`config.mk`:
```
export PLATFORM = sky130hd
export DESIGN_NAME = rsc_top
export DESIGN_NICKNAME = d
export VERILOG_FILES = /design/src/design/rsc_pkg.sv /design/src/design/rsc_top.sv /design/src/design/rsc_vector_fetch.sv
export SDC_FILE = /design/constraint.sdc
export NUM_CORES = 1
export LEC_CHECK = 0
export ABC_AREA = 1
export BUFFER_PORTS_ARGS = -buffer_cell sky130_fd_sc_hd__clkbuf_2
export CAP_MARGIN = 20
export CORE_UTILIZATION = 45
export DETAILED_ROUTE_END_ITERATION = 12
export GPL_ROUTABILITY_DRIVEN = 0
export PLACE_DENSITY_LB_ADDON = 0.08
export SLEW_MARGIN = 40
export SYNTH_ARGS = -nofsm -noshare
export SYNTH_HDL_FRONTEND = slang
export SYNTH_SLANG_ARGS = --single-unit
```
`constraint.sdc`:
```
create_clock -name ref_clk_in -period 4.39 [get_ports ref_clk_in]
set_clock_uncertainty 0.15 [all_clocks]
set_input_delay 0.6585 -clock ref_clk_in [delete_from_list [all_inputs] [get_ports ref_clk_in]]
set_output_delay 0.6585 -clock ref_clk_in [all_outputs]
set_load 0.01 [all_outputs]
```
`src/design/rsc_pkg.sv`:
```
// package: constants and carriers for reset and standby control
//
// Overview of operation
// - reset from pin low or enabled watchdog overflow
// - both resets same; main oscillator off, subsystem runs
// - during reset program counter loads reset vector
// - hold cpu idle two-to-sixteen main clocks
// - halt instruction enters halt, stop enters stop
// - stop only accepted while on main clock
// - stop gates cpu and main osc; halt cpu only
// - standby: cpu idle, port outputs frozen
// - halt wakes on interrupt, nmi, test, reset
// - stop exit waits selected settling time first
package rsc_pkg;
	localparam int          RSC_SETTLE_RESET_LOG2 = 16;
	localparam logic [15:0] RSC_VEC_ADDR_LO      = 16'h0000;
	localparam logic [15:0] RSC_VEC_ADDR_HI      = 16'h0001;
	localparam int          RSC_SEL_W            = 3;
	localparam int          RSC_CNT_W            = 20;
	// stop-exit settling counts, five selectable choices
	localparam logic [RSC_CNT_W-1:0] RSC_STOP_WAIT0 = 20'h0_1000;
	localparam logic [RSC_CNT_W-1:0] RSC_STOP_WAIT1 = 20'h0_4000;
	localparam logic [RSC_CNT_W-1:0] RSC_STOP_WAIT2 = 20'h1_0000;
	localparam logic [RSC_CNT_W-1:0] RSC_STOP_WAIT3 = 20'h2_0000;
	localparam logic [RSC_CNT_W-1:0] RSC_STOP_WAIT4 = 20'h4_0000;

	typedef enum logic [1:0] {
		RSC_INSN_NONE,
		RSC_INSN_HALT,
		RSC_INSN_STOP
	} rsc_insn_t;

	// wake sources for standby release
	typedef struct packed {
		logic irq_unmasked;
		logic nmi;
		logic test_unmasked;
	} rsc_wake_t;

	// clock gate outputs
	typedef struct packed {
		logic main_osc_en;
		logic sub_osc_en;
		logic cpu_clk_en;
	} rsc_clk_t;
endpackage

```
`src/design/rsc_top.sv`:
```
// top: reset sequencing and standby control
`timescale 1ns/1ps
`default_nettype none
module rsc_top #(
	parameter int SETTLE_RESET_CYCLES = 2 ** rsc_pkg::RSC_SETTLE_RESET_LOG2
) (
	input  wire logic                      ref_clk_in,
	input  wire logic                      rst_in,
	input  wire logic                      reset_pin_n_in,
	input  wire logic                      wdt_overflow_in,
	input  wire logic                      wdt_reset_en_in,
	input  wire rsc_pkg::rsc_insn_t        insn_in,
	input  wire logic                      cpu_on_main_clk_in,
	input  wire rsc_pkg::rsc_wake_t        wake_in,
	input  wire logic [rsc_pkg::RSC_SEL_W-1:0] osc_settle_select_in,
	input  wire logic [7:0]                mem_data_in,
	input  wire logic [7:0]                port_data_in,
	output logic      [15:0]               mem_addr_out,
	output logic                           mem_rd_out,
	output logic      [15:0]               pc_out,
	output logic                           pc_load_out,
	output logic                           cpu_run_out,
	output rsc_pkg::rsc_clk_t              clk_out,
	output logic      [7:0]                port_out,
	output logic                           in_reset_out
);
	typedef enum logic [2:0] {
		ST_RESET, ST_SETTLE, ST_RUN, ST_HALT, ST_STOP, ST_STOP_WAIT
	} rsc_state_t;

	rsc_state_t state_reg;
	rsc_state_t state_next;
	logic [1:0] pin_sync_reg;
	logic [rsc_pkg::RSC_CNT_W-1:0] cnt_reg;
	logic [rsc_pkg::RSC_SEL_W-1:0] sel_reg;
	logic [7:0] port_reg;
	logic [15:0] pc_reg;
	logic        pc_load_reg;
	logic [15:0] vec;
	logic        vec_done;
	logic [rsc_pkg::RSC_CNT_W-1:0] dwell_reg;
	logic        main_osc_on;
	logic        cpu_clk_on;

	// settling counts
	localparam logic [rsc_pkg::RSC_CNT_W-1:0] SETTLE_CNT = SETTLE_RESET_CYCLES[rsc_pkg::RSC_CNT_W-1:0];

	function automatic logic [rsc_pkg::RSC_CNT_W-1:0] stop_wait(input logic [rsc_pkg::RSC_SEL_W-1:0] s);
		case (s)
			3'h0: stop_wait = rsc_pkg::RSC_STOP_WAIT0;
			3'h1: stop_wait = rsc_pkg::RSC_STOP_WAIT1;
			3'h2: stop_wait = rsc_pkg::RSC_STOP_WAIT2;
			3'h3: stop_wait = rsc_pkg::RSC_STOP_WAIT3;
			default: stop_wait = rsc_pkg::RSC_STOP_WAIT4;
		endcase
	endfunction

	wire pin_reset  = !pin_sync_reg[1];
	wire wdt_reset  = wdt_overflow_in && wdt_reset_en_in;
	// both sources take the same path
	wire any_reset  = pin_reset || wdt_reset;
	wire wake_any   = wake_in.irq_unmasked || wake_in.nmi || wake_in.test_unmasked;
	wire cnt_done   = (cnt_reg == '0);
	// stop refused unless on main clock
	wire stop_ok    = (insn_in == rsc_pkg::RSC_INSN_STOP) && cpu_on_main_clk_in;

	rsc_vector_fetch u_vec (
		.ref_clk_in   (ref_clk_in),
		.rst_in       (rst_in),
		.start_in     (state_reg == ST_RESET),
		.mem_data_in  (mem_data_in),
		.mem_addr_out (mem_addr_out),
		.mem_rd_out   (mem_rd_out),
		.vector_out   (vec),
		.done_out     (vec_done)
	);

	// next state
	always_comb begin
		state_next = state_reg;
		case (state_reg)
			ST_RESET:  state_next = (!any_reset && vec_done) ? ST_SETTLE : ST_RESET;
			// hold idle until reset settle count done
			ST_SETTLE: state_next = cnt_done ? ST_RUN : ST_SETTLE;
			ST_RUN: begin
				if (insn_in == rsc_pkg::RSC_INSN_HALT)
					state_next = ST_HALT;
				else if (stop_ok)
					state_next = ST_STOP;
			end
			ST_HALT:   state_next = wake_any ? ST_RUN : ST_HALT;
			// stop exit goes through settling wait
			ST_STOP:   state_next = wake_any ? ST_STOP_WAIT : ST_STOP;
			ST_STOP_WAIT: state_next = cnt_done ? ST_RUN : ST_STOP_WAIT;
			default:   state_next = ST_RESET;
		endcase
		if (any_reset)
			state_next = ST_RESET;
	end

	// state, counter, latched selection
	always_ff @(posedge ref_clk_in) begin
		pin_sync_reg <= rst_in ? 2'h3 : {pin_sync_reg[0], reset_pin_n_in};
		if (rst_in) begin
			state_reg <= ST_RESET;
			cnt_reg   <= '0;
			sel_reg   <= '0;
		end else begin
			state_reg <= state_next;
			if (state_reg == ST_RESET)
				cnt_reg <= SETTLE_CNT - 1'b1;
			else if (state_reg == ST_STOP)
				cnt_reg <= stop_wait(sel_reg) - 1'b1;
			else if (!cnt_done)
				cnt_reg <= cnt_reg - 1'b1;
			if (state_reg == ST_RUN)
				sel_reg <= osc_settle_select_in;
		end
	end

	// program counter and frozen port latch
	always_ff @(posedge ref_clk_in) begin
		if (rst_in) begin
			pc_reg      <= 16'h0000;
			pc_load_reg <= 1'b0;
			port_reg    <= 8'h00;
		end else begin
			// pc takes vector while in reset
			pc_load_reg <= (state_reg == ST_RESET) && vec_done;
			if ((state_reg == ST_RESET) && vec_done)
				pc_reg <= vec;
			if (state_reg == ST_RUN)
				port_reg <= port_data_in;
		end
	end

	// cycles spent in the current state, a checking aid for the settle times;
	// kept apart from cnt_reg so a slip in the count loader cannot hide itself
	always_ff @(posedge ref_clk_in) begin
		if (rst_in || (state_next != state_reg))
			dwell_reg <= '0;
		else if (dwell_reg != '1)
			dwell_reg <= dwell_reg + 1'b1;
	end

	// clock gating per mode
	// main oscillator restarts in the stop wait so it can settle before run
	assign main_osc_on = !(state_reg == ST_RESET || state_reg == ST_STOP);
	assign cpu_clk_on  = (state_reg == ST_RUN);
	assign clk_out     = '{main_osc_en: main_osc_on, sub_osc_en: 1'b1, cpu_clk_en: cpu_clk_on};
	assign cpu_run_out  = (state_reg == ST_RUN);
	assign port_out     = port_reg;
	assign pc_out       = pc_reg;
	assign pc_load_out  = pc_load_reg;
	assign in_reset_out = (state_reg == ST_RESET);
endmodule
`default_nettype wire

```
`src/design/rsc_vector_fetch.sv`:
```
// vector fetch: reads two vector bytes and assembles the start address
`timescale 1ns/1ps
`default_nettype none
module rsc_vector_fetch (
	input  wire logic        ref_clk_in,
	input  wire logic        rst_in,
	input  wire logic        start_in,
	input  wire logic [7:0]  mem_data_in,
	output logic      [15:0] mem_addr_out,
	output logic             mem_rd_out,
	output logic      [15:0] vector_out,
	output logic             done_out
);
	logic [1:0] step_reg;
	logic [7:0] low_reg;
	logic [15:0] vec_reg;

	// read address follows the step; low byte first
	assign mem_addr_out = step_reg[0] ? rsc_pkg::RSC_VEC_ADDR_HI : rsc_pkg::RSC_VEC_ADDR_LO;
	assign mem_rd_out   = start_in && (step_reg != 2'h3);
	assign done_out     = (step_reg == 2'h3);
	assign vector_out   = vec_reg;

	// memory answers one cycle after the read
	always_ff @(posedge ref_clk_in) begin
		if (rst_in || !start_in) begin
			step_reg <= 2'h0;
			low_reg  <= 8'h00;
			vec_reg  <= 16'h0000;
		end else begin
			if (step_reg != 2'h3)
				step_reg <= step_reg + 2'h1;
			if (step_reg == 2'h1)
				low_reg <= mem_data_in;
			if (step_reg == 2'h2)
				vec_reg <= {mem_data_in, low_reg};
		end
	end
endmodule
`default_nettype wire

```
# After elaboration in Yosys (flattened, before gate mapping)
# Index checks and enable logic that the tools add are counted.
# Widths: inputs -> output; s select.
[word_totals]
ff_bits = 79
out_inout_bits = 47
wordCells = 66
[op_classes]
addsub = 3
eq_ne = 17
muxes = 16
reduce_logical = 19
[ops]
columns = ["operator", "count"]
rows = [
  ["$mux 20", 5],
  ["$pmux 19 s4", 1],
  ["$sub 20x1->20 const B", 2],
  ["$logic_not 20->1", 1],
  ["$pmux 3 s6", 1],
  ["$mux 16", 1],
  ["$eq 3x2->1 const B", 4],
  ["$mux 3", 3],
  ["$eq 2x2->1 const B", 3],
  ["$eq 3x1->1 const B", 2],
  ["$eq 3x3->1 const B", 2],
  ["$logic_not 3->1", 2],
  ["$ne 3x1->1 const B", 2],
  ["$logic_and 1x1->1", 5],
  ["$logic_or 1x1->1", 5],
  ["$eq 2x1->1 const B", 2],
  ["$logic_not 1->1", 4],
  ["$mux 1", 4],
  ["$reduce_or 2->1", 2],
  ["$add 2x1->2 const B", 1],
  ["$mux 2", 1],
  ["$ne 2x1->1 const B", 1],
  ["$ne 2x2->1 const B", 1],
]

# Longest topological paths before layout
[depth]
word_depth = 8
depth_mapped = 14
ltp_nobuf = 12

# Hierarchy
# From an unflattened synthesis, not the netlist that was laid out.
[unflattened]
hier_cells = 513
hier_area_um2 = 3896.2
[modules_own_cells]
columns = ["mod", "n_inst", "cells_per_inst", "area_per_inst_um2", "seq_area_each_um2"]
rows = [
  ["rsc_top", 1, 372, 2692.6, 1061.0],
  ["rsc_vector_fetch", 1, 141, 1203.7, 520.5],
]

# Worst setup path after synthesis
# Ideal clock, no wire load.
[synth_path]
path_kind = "reg2reg"
startpoint = "register state_reg[1]"
endpoint = "register cnt_reg[10] (netlist name)"
setup_ns = 0.109
arrival_ns = 1.736
slack_ns = 2.395
path_stages_with_launch = 15
n_path_buf = 2
period_less_slack_ns = 1.995
path_cell_list = "dfxtp_1 -> inv_1 -> nand3_2 -> buf_2 -> buf_1 -> nand2_1 -> ha_1 -> nand2_1 -> nor2_4 -> nand2_1 -> nor2_1 -> nor2_1 -> nand2_1 -> nand2_1 -> inv_1"
[synth_between]
elab_chain_len = 3
elab_cells_between_ends = 5
[synth_rtl]
columns = ["element", "line", "text"]
rows = [
  ["start: declaration", "rsc_top.sv:31", "rsc_state_t state_reg;"],
  ["start signal: assignment", "rsc_top.sv:109", "state_reg <= state_next;"],
  ["$eq 3x3->1", "rsc_top.sv:112", "else if (state_reg == ST_STOP)"],
  ["$mux 20", "rsc_top.sv:112", ""],
  ["$mux 16", "rsc_top.sv:110", "if (state_reg == ST_RESET)"],
  ["end signal: assignment", "rsc_top.sv:111", "cnt_reg <= SETTLE_CNT - 1'b1;"],
  ["end signal: assignment", "rsc_top.sv:113", "cnt_reg <= stop_wait(sel_reg) - 1'b1;"],
  ["end signal: assignment", "rsc_top.sv:115", "cnt_reg <= cnt_reg - 1'b1;"],
  ["end: declaration", "rsc_top.sv:34", "logic [rsc_pkg::RSC_CNT_W-1:0] cnt_reg;"],
]
# Parallel ways exist; a longest one is shown, timed or not.
# A chain may end at the register's enable or synchronous reset.

# Worst setup path in the final report
[layout_path]
startpoint = "register state_reg[2]"
endpoint = "output cpu_run_out"
[layout_between]
elab_chain_len = 1
[layout_rtl]
columns = ["element", "line", "text"]
rows = [
  ["$eq 3x2->1", "rsc_top.sv:151", "assign cpu_run_out = (state_reg == ST_RUN);"],
  ["end: declaration", "rsc_top.sv:22", "output logic cpu_run_out,"],
]
# Every way passes these cells.

==> flow_summary.ini <==
[setup_path]
endpoint_kind = output pin
crit_chain = nor2_1, nand2_1, clkinv_1, clkbuf_2
crit_fanout = 17
slowest_stage = dfxtp_1
cp_slowest_stage_delay_ns = 0.44
critPathLaunchType = flip-flop
arrival_ns = 1.93
required_ns = 3.58
worstSetupPathType = flip-flop to output pin
reg2regPathDepth = 11

[clock_network]
cts_buffer_depth = 2
cts-hold-fix-buffers = 0
cts_buffers = 9
cts_resized = 0
ctsHtreeMaxLevel = 3
cts_tree = done
post_cts_buffers = 0
clock_sinks = 79
clk_pin_slew_ns = 0.08
clk-insertion-delay-late_ns = 0.35
clockRootBuffer = clkbuf_8

[power_and_ir_drop]
p_sw_uw = 419
combPwrFrac_pct = 12.5
p_per_area_mw_per_mm2 = 383
p_clk_share_pct = 37.6
p_sw_share_pct = 26.5
seqPwrFrac_pct = 49.9
p_int_uw = 1160
leakage_uw = 0.00199
vdd_drop_max_mv = 0.205

[routing]
drt_wl_total_um = 8010
ant_nets = 0
wl_per_cell_um = 11.7
vias = 3295
dr.pass1.iters = 4
drcViolationCount = 0
drt-vias-per-instance = 4.80
drtIter0Drc = 85

[cells_and_area]
stdcell_count = 686
final_area_mm2 = 0.00414
multiInputGateArea_mm2 = 0.00169
area_growth_pct = 13.4
nFillCells = 815
fin_nets = 614
finish.utilization_pct = 53.2
drive_gt1_share_pct = 16.1
largest_register_ffs = 20
diodes = 0
ff_latch_area_mm2 = 0.00158

[yosys]
synth-edff-count = 0
synth_top_area_share_pct = 43.4
syn_avg_cell_area_um2 = 6.88
synth_seq_cells = 79
synth_compound_area_share_pct = 11.9
ys_seq_area_share_pct = 43.4
synthMuxAreaShare_pct = 0
yosys.area_share.simple_pct = 30.7
syn_area_mm2 = 0.00365
synth_top_family_by_area = simple AND/OR/NAND/NOR gates
synth_cell_types = 31
synth-main-ff-cell = dfxtp_1
synthCells = 530
synth_area_leaders = dfxtp_1 (43%), nand2_1 (14%), nor2_1 (7.3%), a21oi_1 (5.6%), inv_1 (5.3%)
synth_xor_xnor_area_share_pct = 0.721
async_flop_share_pct = 0
synth_fa_ha_area_share_pct = 1.37
ys.warnings.count = 0
yosysTopAreaCell = dfxtp_1

[global_routing]
grt_pass1_wl_um = 13400
antenna_found_initial = 0
first_global_vias = 2951
grt_usage_pct = 19.8
overflow = 0
grt_max_degree = 33

[die]
die_w_um = 92.0
dieHeight_um = 92.0
io_pins = 77
fp-row-count = 32
core_area_mm2 = 0.00777
dieArea_mm2 = 0.00847
initial_core_util_pct = 46.9

[worst_hold_path]
whs_path_depth = 1
timing.hold.worst.class = flip-flop to flip-flop

[sta]
hold_violations = 0
post-route-min-period_ns = 2.74
post-route-period-util_pct = 62.4
maxSlewViolCount = 0
setup_viol = 0
fmax_mhz = 365
worst_slack_ns = 1.65
fin_tns_setup_ns = 0
slew_headroom_pct = 57.9
worst_slew_pin_slew_ns = 0.631
rsz0062_at_grt = false

[placement]
portBuffers = 60
hpwl_um = 5770
dp_slack_ns = 2.01
postPlaceCellArea_mm2 = 0.00392
dp.cells = 671

[run_status]
status = finished clean

[run]
maxCapViolations = 0
-- logic make-up (layout without fill, tap and decap cells) --
kind of cell	after synthesis	after routing
AND/OR/NAND/NOR	268	268
other	2	16
XOR/XNOR	3	3
AO/OA/AOI/OAI	83	83
buffers and inverters	91	131
adder cells (fa/ha/maj)	4	4
flip-flops	79	79
-- power by group through the flow --
stage / Combinational, uW / Sequential, uW / Clock [uW]
CTS: 201 / 789 / 610
detailed placement: 200 / 806 / 0
floorplan: 144 / 806 / 0
global route: 228 / 794 / 642
global placement: 198 / 805 / 0
finish: 198 / 789 / 595
-- through the flow --
step	total power [uW]	hold slack, ns
after detailed placement	1010	0.249
after global routing	1660	0.282
after floorplan	950	0.239
final	1580	0.267
after CTS	1600	0.270
after global placement	1000	0.243
-- per-layer routing --
metal,share of wire (%),routed length [um],vias to the layer above,global-route usage (%)
met2,50,3970,57,33.4
met3,2.9,234,13,3.48
met4,1.4,113,0,8.33
li1,-,-,1742,-
met1,46,3700,1483,24.9
met5,0,0,-,0
-- synth_stat cells (2+ instances only) --
cell,instances
buf_4,20
inv_2,3
nor2_4,2
or2_2,5
buf_1,2
clkbuf_1,10
nand4_1,6
nor2_2,3
xnor2_1,2
inv_1,51
ha_1,4
nor2_1,71
a31oi_1,2
a21oi_1,41
dfxtp_1,79
nor3_1,4
nand2_1,140
o211ai_1,3
nand3_1,33
o21ai_0,34
buf_2,3
conb_1,2
nand3_2,2
-- path summary, 6_finish.rpt --
path | startpoint | end | slack (ns)
worst max register to register | state_reg[2] | cnt_reg[10] | 1.98
worst min-delay path | pin_sync_reg[0] | pin_sync_reg[1] | 0.27
worst min register to register | pin_sync_reg[0] | pin_sync_reg[1] | 0.27
worst max-delay path | state_reg[2] | cpu_run_out | 1.65
-- cell type report --
type	instances	area share, %
clock buffer	10	3.33
clock inverter	5	2.00
inverter	55	4.99
multi-input combinational	374	40.9
sequential	79	38.2
tap	102	3.09
timing repair buffer	61	7.44
-- worst max-delay path: cells and delay by family (launching register included) --
kind                   cells  cell delay, ns
and+or+nand+nor            2            0.52
DFF                        1            0.44
buffers and inverters      2            0.61
-- cells in the final DEF, fill, tap and decap left out, drive strengths merged, types with 16 or more instances in the layout --
master    n
nand2   141
dfxtp    79
nor2     76
clkbuf   70
inv      54
a21oi    41
o21ai    36
nand3    35
conb     16
No activity file was read; power rests on OpenSTA's default activity.
